### src/hdl/irq_regs_pkg.sv
package irq_regs_pkg;

  // Bus geometry
  localparam int DATA_W      = 32;
  localparam int ADDR_W      = 32;
  localparam int SEL_W       = DATA_W / 8;

  // Source bit positions
  localparam int SRC_TIMER_ONE   = 0;
  localparam int SRC_TIMER_TWO   = 1;
  localparam int SRC_MANAGEMENT  = 2;
  localparam int SRC_BASEBAND    = 3;
  localparam int SRC_SLEEP_TIMER = 4;
  localparam int SRC_SERIAL1     = 5;
  localparam int SRC_SERIAL2     = 6;
  localparam int SRC_SECURITY    = 7;
  localparam int SRC_RADIO_TIMER = 8;
  localparam int SRC_RADIO_TX    = 9;
  localparam int SRC_RADIO_RX    = 10;
  localparam int SRC_CONVERTER   = 11;
  localparam int SRC_EXT_LINE_A  = 12;
  localparam int SRC_EXT_LINE_B  = 13;
  localparam int SRC_EXT_LINE_C  = 14;
  localparam int SRC_EXT_LINE_D  = 15;
  localparam int SRC_DEBUG       = 16;
  localparam int NUM_SOURCES     = SRC_DEBUG + 1;

  // Register byte addresses
  localparam logic [ADDR_W-1:0] OFF_PEND_SET   = 32'he000e200;
  localparam logic [ADDR_W-1:0] OFF_PEND_CLEAR = 32'he000e280;
  localparam logic [ADDR_W-1:0] OFF_ACTIVE     = 32'he000e300;
  localparam logic [ADDR_W-1:0] OFF_EVT_STATUS = 32'he000e380;
  localparam logic [ADDR_W-1:0] OFF_EVT_MASK   = 32'he000e384;

  // Reset values
  localparam logic [NUM_SOURCES-1:0] RST_PENDING = 17'h00000;
  localparam logic [NUM_SOURCES-1:0] RST_ACTIVE  = 17'h00000;
  localparam logic [NUM_SOURCES-1:0] RST_STATUS  = 17'h00000;
  localparam logic [NUM_SOURCES-1:0] RST_MASK    = 17'h00000;
  localparam logic [DATA_W-1:0]      RST_RDATA   = 32'h00000000;

  typedef logic [NUM_SOURCES-1:0] src_vec_t;

  // Core handshake: entry into and return from a handler
  typedef struct packed {
    src_vec_t take;
    src_vec_t retire;
  } core_ctl_t;

endpackage

### src/hdl/irq_pending_active_regs.sv
`timescale 1ns/1ps
// Operation
// RL1 - A one written to set bit 16 pends the debug source.
// RL2 - Ones written to set bits 12 to 15 pend external lines A to D.
// RL3 - Set bits 11 to 8 pend converter, radio receive, transmit and timer.
// RL4 - Set bits 7 to 4 pend security, serial two, serial one, sleep timer.
// RL5 - Set bits 3 to 0 pend baseband, management, timer two, timer one.
// RL6 - A zero in the set register leaves that source's pending state alone.
// RL7 - A one written to clear bit 16 unpends the debug source.
// RL8 - Ones written to clear bits 12 to 15 unpend external lines A to D.
// RL9 - Clear bits 11 to 8 unpend converter and the three radio sources.
// RL10 - Clear bits 7 to 0 unpend the remaining eight sources.
// RL11 - A zero in the clear register leaves that source's pending state alone.
// RL12 - Active register bits 16 to 8 show debug, lines, converter, radio activity.
// RL13 - Active register bits 7 to 0 show the other sources; all read-only.
// RL14 - Set, clear and active registers read zero after reset.
// RL15 - Bits 31 to 17 read zero; writes to them are ignored.
// RL16 - Reading set or clear register returns the current pending vector.
module irq_pending_active_regs
  import irq_regs_pkg::*;
(
  input  wire logic              clk_i,
  input  wire logic              rst_i,
  input  wire logic              ce_i,
  input  wire logic              wb_cyc_i,
  input  wire logic              wb_stb_i,
  input  wire logic              wb_we_i,
  input  wire logic [ADDR_W-1:0] wb_adr_i,
  input  wire logic [SEL_W-1:0]  wb_sel_i,
  input  wire logic [DATA_W-1:0] wb_dat_i,
  output logic      [DATA_W-1:0] wb_dat_o,
  output logic                   wb_ack_o,
  input  wire src_vec_t          src_event_i,
  input  wire core_ctl_t         core_i,
  output src_vec_t               pending_o,
  output src_vec_t               active_o,
  output logic                   irq_o
);

  ////////////////////////////////////////////////////////////////////////////
  // Declarations

  logic              ack_reg;
  logic [DATA_W-1:0] rdata_reg;
  src_vec_t          pend_reg;
  src_vec_t          pend_next;
  src_vec_t          active_reg;
  src_vec_t          active_next;
  src_vec_t          status_reg;
  src_vec_t          status_next;
  src_vec_t          mask_reg;
  src_vec_t          mask_next;
  logic              irq_reg;
  logic [DATA_W-1:0] lane_mask;
  logic [DATA_W-1:0] wr_data;
  src_vec_t          wr_bits;
  src_vec_t          wr_lanes;
  logic              bus_req;
  logic              bus_wr;
  logic              bus_rd;
  logic              hit_set;
  logic              hit_clr;
  logic              hit_act;
  logic              hit_stat;
  logic              hit_mask;
  src_vec_t          set_ones;
  src_vec_t          clr_ones;
  src_vec_t          stat_clr_ones;

  ////////////////////////////////////////////////////////////////////////////
  // Elaboration checks

  // Reserved bits must exist above the sources
  if (NUM_SOURCES >= DATA_W) begin : g_chk_fit
    $error("no reserved bits above the sources");
  end

  // Byte enables cover whole bytes only
  if (DATA_W != 8 * SEL_W) begin : g_chk_lanes
    $error("data width is not a whole number of lanes");
  end

  ////////////////////////////////////////////////////////////////////////////
  // Bus decode

  // Byte lanes expanded to a bit mask
  for (genvar i = 0; i < SEL_W; i++) begin : g_lane
    assign lane_mask[8*i +: 8] = {8{wb_sel_i[i]}};
  end

  // New request only while no answer is out
  assign bus_req  = wb_cyc_i & wb_stb_i & ~ack_reg;
  assign bus_wr   = bus_req & wb_we_i;
  assign bus_rd   = bus_req & ~wb_we_i;
  assign hit_set  = (wb_adr_i == OFF_PEND_SET);
  assign hit_clr  = (wb_adr_i == OFF_PEND_CLEAR);
  assign hit_act  = (wb_adr_i == OFF_ACTIVE);
  assign hit_stat = (wb_adr_i == OFF_EVT_STATUS);
  assign hit_mask = (wb_adr_i == OFF_EVT_MASK);

  // Upper bits dropped here, so writes above the sources do nothing
  assign wr_data  = wb_dat_i & lane_mask;
  assign wr_bits  = wr_data[NUM_SOURCES-1:0]; // RL15
  assign wr_lanes = lane_mask[NUM_SOURCES-1:0];

  // Write-one strobes per register
  assign set_ones      = (bus_wr && hit_set) ? wr_bits : '0; // RL1 RL2 RL3 RL4 RL5 RL6
  assign clr_ones      = (bus_wr && hit_clr) ? wr_bits : '0; // RL7 RL8 RL9 RL10 RL11
  assign stat_clr_ones = (bus_wr && hit_stat) ? wr_bits : '0;

  ////////////////////////////////////////////////////////////////////////////
  // Next-state logic, one slice per source

  for (genvar s = 0; s < NUM_SOURCES; s++) begin : g_src
    // Set writes and events win over a clear or a take in the same cycle
    assign pend_next[s]   = set_ones[s] | src_event_i[s]
                            | (pend_reg[s] & ~clr_ones[s] & ~core_i.take[s]); // RL6 RL11
    // Entry to a handler wins over a return on the same source
    assign active_next[s] = core_i.take[s] | (active_reg[s] & ~core_i.retire[s]); // RL12 RL13
    // An event wins over a one-to-clear, so no event is lost
    assign status_next[s] = src_event_i[s] | (status_reg[s] & ~stat_clr_ones[s]);
    // Mask bits change only in the byte lanes selected
    assign mask_next[s]   = (bus_wr && hit_mask && wr_lanes[s]) ? wr_bits[s] : mask_reg[s];

  end

  ////////////////////////////////////////////////////////////////////////////
  // Wishbone answer

  // One-cycle ack for every request, mapped or not
  always_ff @(posedge clk_i) begin
    if (rst_i) begin
      ack_reg <= 1'b0;
    end else if (ce_i) begin
      ack_reg <= bus_req;
    end
  end

  // Read data captured with the ack; unmapped and writes read zero
  always_ff @(posedge clk_i) begin
    if (rst_i) begin
      rdata_reg <= RST_RDATA; // RL14
    end else if (ce_i) begin
      rdata_reg <= RST_RDATA;
      if (bus_rd) begin
        if (hit_set || hit_clr) begin
          rdata_reg <= DATA_W'(pend_reg); // RL16 RL15
        end else if (hit_act) begin
          rdata_reg <= DATA_W'(active_reg); // RL12 RL13 RL15
        end else if (hit_stat) begin
          rdata_reg <= DATA_W'(status_reg);
        end else if (hit_mask) begin
          rdata_reg <= DATA_W'(mask_reg);
        end
      end
    end
  end

  ////////////////////////////////////////////////////////////////////////////
  // Pending and active state

  // Pending vector
  always_ff @(posedge clk_i) begin
    if (rst_i) begin
      pend_reg <= RST_PENDING; // RL14
    end else if (ce_i) begin
      pend_reg <= pend_next; // RL1 RL2 RL3 RL4 RL5 RL7 RL8 RL9 RL10
    end
  end

  // Active vector, driven only by the core handshake
  always_ff @(posedge clk_i) begin
    if (rst_i) begin
      active_reg <= RST_ACTIVE; // RL14
    end else if (ce_i) begin
      active_reg <= active_next; // RL12 RL13
    end
  end

  ////////////////////////////////////////////////////////////////////////////
  // Event status, mask and interrupt line

  always_ff @(posedge clk_i) begin
    if (rst_i) begin
      status_reg <= RST_STATUS;
      mask_reg   <= RST_MASK;
      irq_reg    <= 1'b0;
    end else if (ce_i) begin
      status_reg <= status_next;
      mask_reg   <= mask_next;
      irq_reg    <= |(status_next & mask_next); // Tracks the registers exactly
    end
  end

  // Outputs straight from flops
  assign wb_ack_o  = ack_reg;
  assign wb_dat_o  = rdata_reg;
  assign pending_o = pend_reg;
  assign active_o  = active_reg;
  assign irq_o     = irq_reg;
endmodule

### config.mk
export PLATFORM = sky130hd
export DESIGN_NAME = irq_pending_active_regs
export DESIGN_NICKNAME = d
export VERILOG_FILES = /design/src/hdl/irq_regs_pkg.sv /design/src/hdl/irq_pending_active_regs.sv
export SDC_FILE = /design/constraint.sdc
export NUM_CORES = 1
export LEC_CHECK = 0
export BUFFER_PORTS_ARGS = -buffer_cell sky130_fd_sc_hd__buf_2
export CAP_MARGIN = 5
export CORE_ASPECT_RATIO = 1.2
export CORE_MARGIN = 2
export CORE_UTILIZATION = 49
export CTS_CLUSTER_SIZE = 12
export DETAILED_ROUTE_END_ITERATION = 6
export HOLD_SLACK_MARGIN = 0.02
export PLACE_DENSITY = 0.92
export SKIP_LAST_GASP = 1
export SLEW_MARGIN = 10
export SYNTH_ARGS = -nofsm -noshare
export SYNTH_HDL_FRONTEND = slang
export SYNTH_SLANG_ARGS = --single-unit
### constraint.sdc
create_clock -name clk_i -period 3.25 [get_ports clk_i]
set_input_delay 0.65 -clock clk_i [delete_from_list [all_inputs] [get_ports clk_i]]
set_output_delay 0.65 -clock clk_i [all_outputs]
set_load 0.01 [all_outputs]
* Word-level counts from Yosys, hierarchy flattened *
Cells that the tools add are included.
W data, S select, Z words.

storage, ports and cells
  memory bits (writable) = 0
  latch bits = 0
  output and inout port bits = 68
  input bits = 125
  register bits after elaboration = 102
  memories kept = 0
  word-level logic and storage cells = 258
  ROM bits = 0

operators by class
  reduce and logical (&&, ||, !) cells = 9
  equality and inequality tests = 5
  shift operators = 0
  bitwise logic cells = 212
  $mul = 0
  divide/modulo/power cells = 0
  mux-type cells = 25
  order comparisons = 0
  add/subtract/negate cells = 0

operator list
  cell                    count
  $eq A32 B32 Y1 const B  5
  $mux W17                8
  $and A1 B1 Y1           72
  $not A1 Y1              70
  $or A1 B1 Y1            68
  $and A17 B17 Y17        2
  $mux W1                 17
  $reduce_or A17 Y1       1
  $logic_and A1 B1 Y1     7
  $logic_or A1 B1 Y1      1

* Depth between registers and ports, before layout *
Gate-level depths: netlist of run 1.

  word-level depth = 10
  depth in mapped cells = 10
  mapped depth without buffers = 8

* Worst setup path before layout of run 1 *
OpenSTA, ideal clock, no wires.

  path type = input -> register
  from = input port wb_adr_i[5]
  to = register irq_reg (netlist: irq_o)
  data required time = 3,110 ps
  stages on the path = 8
  path slack = 472 ps
  setup time = 140 ps
  data arrival time = 2,638 ps
  cell sequence = nor4_4 nand4_4 nor4_4 mux2_1 o21ai_1 o2111ai_1 nor4_1 a311oi_1

on the way
  cells in the longest elaborated chain, start to end = 8
  elaborated cells between the ends (all ways) = 78
  those cells by class = eq/ne (2); mux (18); bitwise (52); reduce/logical (6)

ends and longest elaborated chain
  element                RTL line                        RTL
  start, declared        irq_pending_active_regs.sv:28   input wire logic [ADDR_W-1:0] wb_adr_i,
  $eq A32 B32 Y1         irq_pending_active_regs.sv:98   assign hit_stat = (wb_adr_i == OFF_EVT_STATUS);
  $logic_and A1 B1 Y1    irq_pending_active_regs.sv:109  assign stat_clr_ones = (bus_wr && hit_stat) ? wr_bits : '0;
  $mux W17               irq_pending_active_regs.sv:109
  $not A1 Y1             irq_pending_active_regs.sv:121  assign status_next[s] = src_event_i[s] | (status_reg[s] & ~stat_clr_ones[s]);
  $and A1 B1 Y1          irq_pending_active_regs.sv:121
  $or A1 B1 Y1           irq_pending_active_regs.sv:121
  $and A17 B17 Y17 (*)   irq_pending_active_regs.sv:191  irq_reg <= |(status_next & mask_next);
  $reduce_or A17 Y1 (*)  irq_pending_active_regs.sv:191
  end signal, assigned   irq_pending_active_regs.sv:191
  end, declared          irq_pending_active_regs.sv:53   logic irq_reg;

Every way passes the cells marked *; elsewhere a longest branch is shown, timed or not.
A chain may end at the register's enable or synchronous reset.

* Final worst setup path of run 1 *
  from = input port wb_adr_i[16]
  to = register mask_reg[11]

on the way
  cells in the longest elaborated chain, start to end = 4

ends and longest elaborated chain
  element                            RTL line                        RTL
  $eq A32 B32 Y1                     irq_pending_active_regs.sv:99   assign hit_mask = (wb_adr_i == OFF_EVT_MASK);
  $logic_and A1 B1 Y1 (2 in series)  irq_pending_active_regs.sv:123  assign mask_next[s] = (bus_wr && hit_mask && wr_lanes[s]) ? wr_bits[s] : mask_reg[s];
  $mux W1                            irq_pending_active_regs.sv:123
  end signal, assigned               irq_pending_active_regs.sv:190  mask_reg <= mask_next;
  end, declared                      irq_pending_active_regs.sv:51   src_vec_t mask_reg;

No other way between the ends.

==> out/summary.md, run 1 <==
The logs give 0.419 for the proportion of power drawn by the clock network and 0 for the number of warnings printed during yosys synthesis. The power per cell area is 424 mW/mm². On the final layout, the worst clock skew is 0.00501 ns.

0 antenna diodes ended up in the layout. After the first detailed-routing iteration, the DRC count stood at 422. The total DRC errors in the routed layout was 3; the worst-margin pin slew was 0.675 ns. The kind of critical path was primary input to register. Dividing the detail-routed via count by the number of cells gives 5.74. The number of I/O port buffers works out to 161. The element type at the critical path end is a register. The die covers 0.0104 mm². The die outline width works out to 93.5 µm. The run finished, with violations left. The total track usage was 0.279.

For the effective utilization at floorplan, the log shows 0.500. The synthesized design contains 87 register bits. After global routing the overflow that remains totals 0. Setup violations remaining at the end of the flow were counted as 0. For the number of sinks on the clock net, the log shows 87.

The sum of routed wire length over all layers was 14.5 mm. For the via count of the first global-routing pass, the log shows 4849. The library cells used most frequently in the layout, excluding fill and tap cells, are sky130_fd_sc_hd__buf_2, sky130_fd_sc_hd__nand2_1, sky130_fd_sc_hd__dfxtp_1. The floorplan has 39 rows.

Gates resized during post-CTS repair numbered 0. The number of hold buffers added after cts is 0. The final period utilization was 0.856; the number of iterations in the first detailed-routing pass was 7. The level count of the clock H-tree was 3; the number of buffers created by CTS was 9. Cell chosen for the clock root: sky130_fd_sc_hd__clkbuf_16. The sequential fraction of the synthesis area was 0.370. The net count of the finished layout is 888. Compared with the post-synthesis result, the final layout area differs by 26.9%.

The fraction of power spent switching nets is 0.253. Final hold violation count: 0. The setup total negative slack was 0 ns; the synthesized-area fraction occupied by ao, oa, aoi and oai cells was 0.225. The post-synthesis mux area share works out to 0.0757. Max-cap violations in this run came to 0.

The checks that failed: DRC. Power share of the sequential group: 0.452. The synthesized netlist contains 39 unique library cells. Along the worst path, the maximum fanout reaches 19. For this run, the top clock speed supported by timing is 359 MHz. The post-synthesis simple-gate area fraction came out at 0.265. Averaged over all synthesized cells, the footprint is 7.70 µm². After clock tree synthesis, the clock-pin slew on the worst setup and hold paths is 0.06 ns. After clock tree synthesis, the setup repair step added 0 buffers. Final instance area: 0.00598 mm². TritonCTS built the clock tree. The cell area after synthesis is 0.00471 mm², and the global-route wire length before repair is 23.3 mm. The xor/xnor cell area share of the yosys netlist is 0, and the y dimension of the die is 111 µm. The commonest non-fill, non-tap cell in the layout is sky130_fd_sc_hd__buf_2. STA puts the critical path data required time at 3.51 ns.

No sink is reached through more buffers than the 2 on the longest clock path. In this run the power spent charging and discharging nets is 641 µW. For the combinational fraction of design power, the log shows 0.129.

The congestion estimate from routability-driven global placement came to 0.810. STA classifies the critical path startpoint as a primary input. The minimum clock period after layout is 2.78 ns. The share of post-route cells with drive strength above 1 is 0.298. The worst-case IR drop observed on VDD is 0.253 mV. The synthesized-area fraction occupied by adder cells is 0. The core area came out at 0.00942 mm². For this design the static power due to leakage is 2.55 nW. During I/O placement, the number of pins put on the boundary was 193. The largest net degree at the start of global routing came out at 88.

After detailed routing, the average wire length per cell comes to 16.3 µm. For the number of max-slew violations in the final report, the log shows 0. Largest family of logic cells by synthesized area: simple AND/OR/NAND/NOR gates. At the later pin of the worst-skew pair, clock insertion delay measures 0.34 ns. For the cell area reported after detailed placement, the log shows 0.00568 mm². The placed wire-length estimate after detailed placement was 9.87 mm; the cell internal power dissipation was 1.89 mW. For the synthesized instance count, the log shows 612. The detail route stage leaves a number of antenna-violating nets equal to 0. The worst min-delay path class was register to register. The routed layout has 5115 vias.

The max-slew headroom at the worst pin was 0.549; the critical path data arrival time was 3.04 ns. The initial antenna violation count was 0. Setup repair after global routing left no endpoint under its margin.
-- per-stage QoR --
stage	worst slack, ns	total power [mW]	util	std cells	hold slack (ns)
global placement	0.214	1.48	0.603	875	0.452
detailed placement	0.168	1.49	0.603	875	0.459
CTS	0.481	2.54	0.635	891	0.469
global route	0.284	2.63	0.635	891	0.485
finish	0.468	2.54	0.635	891	0.467
floorplan	0.472	1.35	-	626	0.440
-- routing by layer --
layer / routed length, µm / part of all wire / vias up / track usage
met5: 0 / 0 / - / 0
met4: 418 / 0.029 / 0 / 0.130
met3: 1070 / 0.074 / 33 / 0.0447
met2: 7370 / 0.51 / 260 / 0.482
met1: 5640 / 0.39 / 2380 / 0.338
li1: - / - / 2442 / -
-- area by class of cell --
type	count	area, µm²
timing repair buffer	183	1010
fill	818	3440
sequential	87	1740
clock buffer	14	264
inverter	6	22.5
clock inverter	2	38.8
multi-input combinational	476	2750
tap	123	154
-- power groups by stage --
stage	Combinational [mW]	Sequential [mW]	Clock [mW]
floorplan	0.174	1.17	0
global placement	0.315	1.17	0
detailed placement	0.323	1.17	0
CTS	0.325	1.14	1.07
global route	0.361	1.15	1.12
finish	0.327	1.15	1.06
-- worst max-delay path, stage by stage --
cell	delay, ns
sky130_fd_sc_hd__buf_2	0.11
sky130_fd_sc_hd__nor4_4	0.32
sky130_fd_sc_hd__nand4_4	0.24
sky130_fd_sc_hd__buf_4	0.22
sky130_fd_sc_hd__nor4_2	0.35
sky130_fd_sc_hd__buf_4	0.34
sky130_fd_sc_hd__and3_1	0.21
sky130_fd_sc_hd__and2_1	0.30
sky130_fd_sc_hd__nand2_1	0.11
sky130_fd_sc_hd__a21oi_1	0.18
-- logic make-up after synthesis --
group / Yosys count
AOI/OAI and AO/OA: 182
and+or+nand+nor: 246
other: 1
DFF: 87
muxes: 33
buffers and inverters: 63
-- synthesized netlist by cell type --
cell type                     n  area (µm²)
sky130_fd_sc_hd__nor4b_1      1        8.76
sky130_fd_sc_hd__and4b_1      2        20.0
sky130_fd_sc_hd__and2_1       1        6.26
sky130_fd_sc_hd__a211oi_1     4        30.0
sky130_fd_sc_hd__buf_4       15         113
sky130_fd_sc_hd__buf_2        4        20.0
sky130_fd_sc_hd__mux2i_1     12         120
sky130_fd_sc_hd__a311oi_1     1        8.76
sky130_fd_sc_hd__conb_1       1        3.75
sky130_fd_sc_hd__a22oi_1     21         158
sky130_fd_sc_hd__buf_1        5        18.8
sky130_fd_sc_hd__dfxtp_1     87        1740
sky130_fd_sc_hd__nand2_1    100         375
sky130_fd_sc_hd__nand3_1     24         120
sky130_fd_sc_hd__mux2_1       1        11.3
sky130_fd_sc_hd__o21ai_0     54         270
sky130_fd_sc_hd__o2111ai_1    2        17.5
sky130_fd_sc_hd__o21ai_1      2        10.0
sky130_fd_sc_hd__mux2_2      20         225
sky130_fd_sc_hd__nor4_1       3        18.8
sky130_fd_sc_hd__clkbuf_1    33         124
sky130_fd_sc_hd__a21oi_1     75         375
sky130_fd_sc_hd__nand4_4      1        21.3
sky130_fd_sc_hd__nor4b_4      2        47.6
sky130_fd_sc_hd__nand2b_1    26         163
sky130_fd_sc_hd__and4bb_2     1        12.5
sky130_fd_sc_hd__nor2b_1      4        25.0
sky130_fd_sc_hd__nand4_2      1        12.5
sky130_fd_sc_hd__nand4_1      2        12.5
sky130_fd_sc_hd__nand3b_1     4        30.0
sky130_fd_sc_hd__a222oi_1    13         130
sky130_fd_sc_hd__o22ai_1      4        25.0
sky130_fd_sc_hd__nor4_2       1        12.5
sky130_fd_sc_hd__nor2_1      66         248
sky130_fd_sc_hd__nor3_1       1        5.00
sky130_fd_sc_hd__inv_1        6        22.5
sky130_fd_sc_hd__and3_1       1        6.26
sky130_fd_sc_hd__a31oi_1      6        37.5
sky130_fd_sc_hd__nor4_4       5         106
-- worst paths after layout --
| path | startpoint | to | slack (ns) | depth (start not counted) |
|---|---|---|---|---|
| worst max register to register | wb_ack_o | irq_o | 0.81 | 9 |
| worst min-delay path | wb_dat_o[5] | wb_dat_o[5] | 0.47 | 2 |
| worst min register to register | wb_dat_o[5] | wb_dat_o[5] | 0.47 | 2 |
| worst max-delay path | wb_adr_i[16] | mask_reg[11] | 0.47 | 10 |
Note: power is estimated with default switching activity, not from simulation.
==> run 2: changes to the inputs <==
Settings changed: SETUP_SLACK_MARGIN set to 0.5.
==> out/summary.md, run 2 (same netlist as run 1, synthesis figures left out) <==
The die outline width works out to 93.5 µm (unchanged). The static power due to leakage is 2.58 nW (+1.3%). The run finished with clean final reports. The final period utilization came out at 0.809 (-0.0472). Sum of routed wire length over all layers: 14.6 mm (+0.85%). The total track usage was 0.277 (-0.00278); the minimum clock period after layout was 2.63 ns (-0.153 ns).

The fraction of power spent switching nets is 0.256 (+0.00297), and the placed wire-length estimate after detailed placement is 9.93 mm (+0.57%). Traced cell by cell, the critical path runs through buf_2 > nor4_4 > nand4_4 > buf_6 > nor4_4 > buf_4 > buf_8 > mux2i_1 > o22ai_2 > nor4_2 > a311oi_1. The sum of buffers and inverters on the critical path works out to 4 (+1).

The tools report the latest clock arrival within the worst-skew pair as 0.33 ns (about the same). The total global routing overflow was 0 (unchanged); the final instance area was 0.00608 mm² (+1.7%). The starting DRC count in detailed routing came out at 333 (-21%). The largest net degree at the start of global routing is 57 (-35%), and the number of I/O port buffers is 161 (unchanged). The initial antenna violation count is 0 (unchanged). The number of maximum-capacitance violations was 0 (unchanged). The element type at the critical path end is a register. The tools report the number of nets in the layout as 889 (+0.11%).

The level count of the clock H-tree was 3 (unchanged); the maximum buffer depth of the clock tree was 2 (unchanged). The total of endpoints with negative setup slack in the final report came out at 0 (unchanged). Top cell family by delay on the critical path: simple AND/OR/NAND/NOR gates. The number of nets with antenna violations after detailed routing is 0 (unchanged).

Combinational fraction of design power: 0.132 (+0.003). The run gives 0.866 (+6.9%) as the weighted congestion at the end of routability-driven global placement. Global-route wire length before repair: 23.4 mm (+0.21%).

The run gives 0.455 (+0.003) as the power share of the sequential group. Number of hold buffers added after cts: 0 (unchanged). The row count is 39 (unchanged). The worst min-delay path class is register to register. The number of ports placed on the die boundary is 193 (unchanged). The cell internal power dissipation was 1.87 mW (-1.0%). The tools report the via count of the first global-routing pass as 4956 (+2.2%). The y dimension of the die was 111 µm (unchanged). Among the stages of the critical path, the cell type that occurs most often is sky130_fd_sc_hd__nor4_4.

Setup repair after global routing could not meet its margin everywhere. The share of post-route cells with drive strength above 1 was 0.320 (+0.0217). The total inserted antenna cells is 0 (unchanged). The run gives 0.413 (-0.006) as the proportion of power drawn by the clock network. The switching component of the power was 645 µW (+0.56%). The worst-margin pin slew came out at 0.784 ns (+0.110 ns). The worst setup path is launched from a primary input. The number of sinks on the clock net is 87 (unchanged).

The clock edge transition at the registers on the reported setup and hold paths was 0.06 ns (about the same). The commonest non-fill, non-tap cell in the layout is sky130_fd_sc_hd__buf_2. The cell at the slowest stage of the critical path was sky130_fd_sc_hd__nor4_4.

The number of max-slew violations in the final report came out at 0 (unchanged). The run gives 0.248 mV (-1.9%) as the peak ir drop on the vdd network. The total DRC errors in the routed layout came out at 0 (-3). The run gives 0.00564 mm² (-0.64%) as the cell area reported after detailed placement. The run gives 3.44 ns (-0.07 ns) as the required time at the worst-slack endpoint. Leaving out fill and tap cells, the most frequent cells in the layout are sky130_fd_sc_hd__buf_2, sky130_fd_sc_hd__nand2_1, sky130_fd_sc_hd__dfxtp_1.

The power per cell area is 415 mW/mm² (-2.2%). Kind of critical path: primary input to register. The critical-path maximum fanout was 5 (-14); the clock skew was 0.00816 ns (+0.00315 ns). The core area came out at 0.00942 mm² (unchanged). TritonCTS built the clock tree. The largest incremental delay on the critical path works out to 0.36 ns (about the same).

The tools report the cell chosen for the clock root as sky130_fd_sc_hd__clkbuf_16. Floorplan die area: 0.0104 mm² (unchanged). The final hold violation count was 0 (unchanged). Number of iterations in the first detailed-routing pass: 5 (-2). The tools report the effective utilization at floorplan as 0.500 (unchanged). The detailed-route vias per instance is 5.75 (+0.20%), and the max-slew headroom at the worst pin is 0.477 (-0.0719). The critical path data arrival time is 2.82 ns (-0.22 ns), and the area growth from synthesis to layout is 29.0%. The tools report the setup total negative slack as 0 ns (unchanged). The wire length per cell is 16.4 µm (+0.74%). The maximum clock rate is 380 MHz (+5.8%), and the number of vias in the routed layout is 5131 (+0.31%). The number of buffers created by CTS came out at 9 (unchanged).
run 2: timing repair:
item / CTS / global route
gates resized for setup: 0 / 23
endpoints found under the setup margin: 1 / 9
pin swaps: 1 / 7
buffers inserted: 1 / 4
gates cloned: 0 / 0
run 2: worst register-to-register path, stage by stage (launching register included):
cell and delay [ns]:
sky130_fd_sc_hd__dfxtp_1 0.35, sky130_fd_sc_hd__and4b_1 0.47, sky130_fd_sc_hd__nand2_1 0.17, sky130_fd_sc_hd__nor4_4 0.45
sky130_fd_sc_hd__buf_4 0.19, sky130_fd_sc_hd__buf_8 0.12, sky130_fd_sc_hd__mux2i_1 0.22, sky130_fd_sc_hd__o22ai_2 0.11
sky130_fd_sc_hd__nor4_2 0.25, sky130_fd_sc_hd__a311oi_1 0.11
run 2: power groups by stage:
stage	combinational, mW	sequential [mW]	clock, mW
floorplan	0.174	1.17	0
global placement	0.315	1.17	0
detailed placement	0.323	1.17	0
CTS	0.325	1.14	1.05
global route	0.369	1.15	1.10
finish	0.334	1.15	1.04
run 2: final cells by class:
cell class                 instances  area [µm²]
fill                             778        3340
clock buffer                      10         239
inverter                           6        22.5
sequential                        87        1740
timing repair buffer             184        1040
clock inverter                     6        68.8
tap                              123         154
multi-input combinational        476        2820
run 2: worst paths after layout:
path                                    from  slack, ns  cells after the start     endpoint
worst max-delay path            wb_adr_i[16]       0.62                     11        irq_o
worst min-delay path             mask_reg[6]       0.47                      2  mask_reg[6]
worst max register to register      wb_ack_o       0.68                      9        irq_o
worst min register to register   mask_reg[6]       0.47                      2  mask_reg[6]
run 2: routing by layer:
layer / vias to the layer above / routed length, µm / track usage
li1: 2444 / - / -
met1: 2405 / 5730 / 0.327
met2: 257 / 7450 / 0.482
met3: 25 / 1100 / 0.0555
met4: 0 / 335 / 0.120
met5: - / 0 / 0
run 2: per-stage QoR:
step | setup WS, ns | hold slack, ns | cells | power (mW) | util
after floorplan | 0.510 | 0.440 | 626 | 1.35 | -
after global placement | 0.187 | 0.452 | 871 | 1.48 | 0.599
after detailed placement | 0.128 | 0.461 | 871 | 1.49 | 0.599
after CTS | 0.576 | 0.467 | 888 | 2.52 | 0.632
after global routing | 0.513 | 0.479 | 892 | 2.62 | 0.645
final | 0.622 | 0.468 | 892 | 2.52 | 0.645
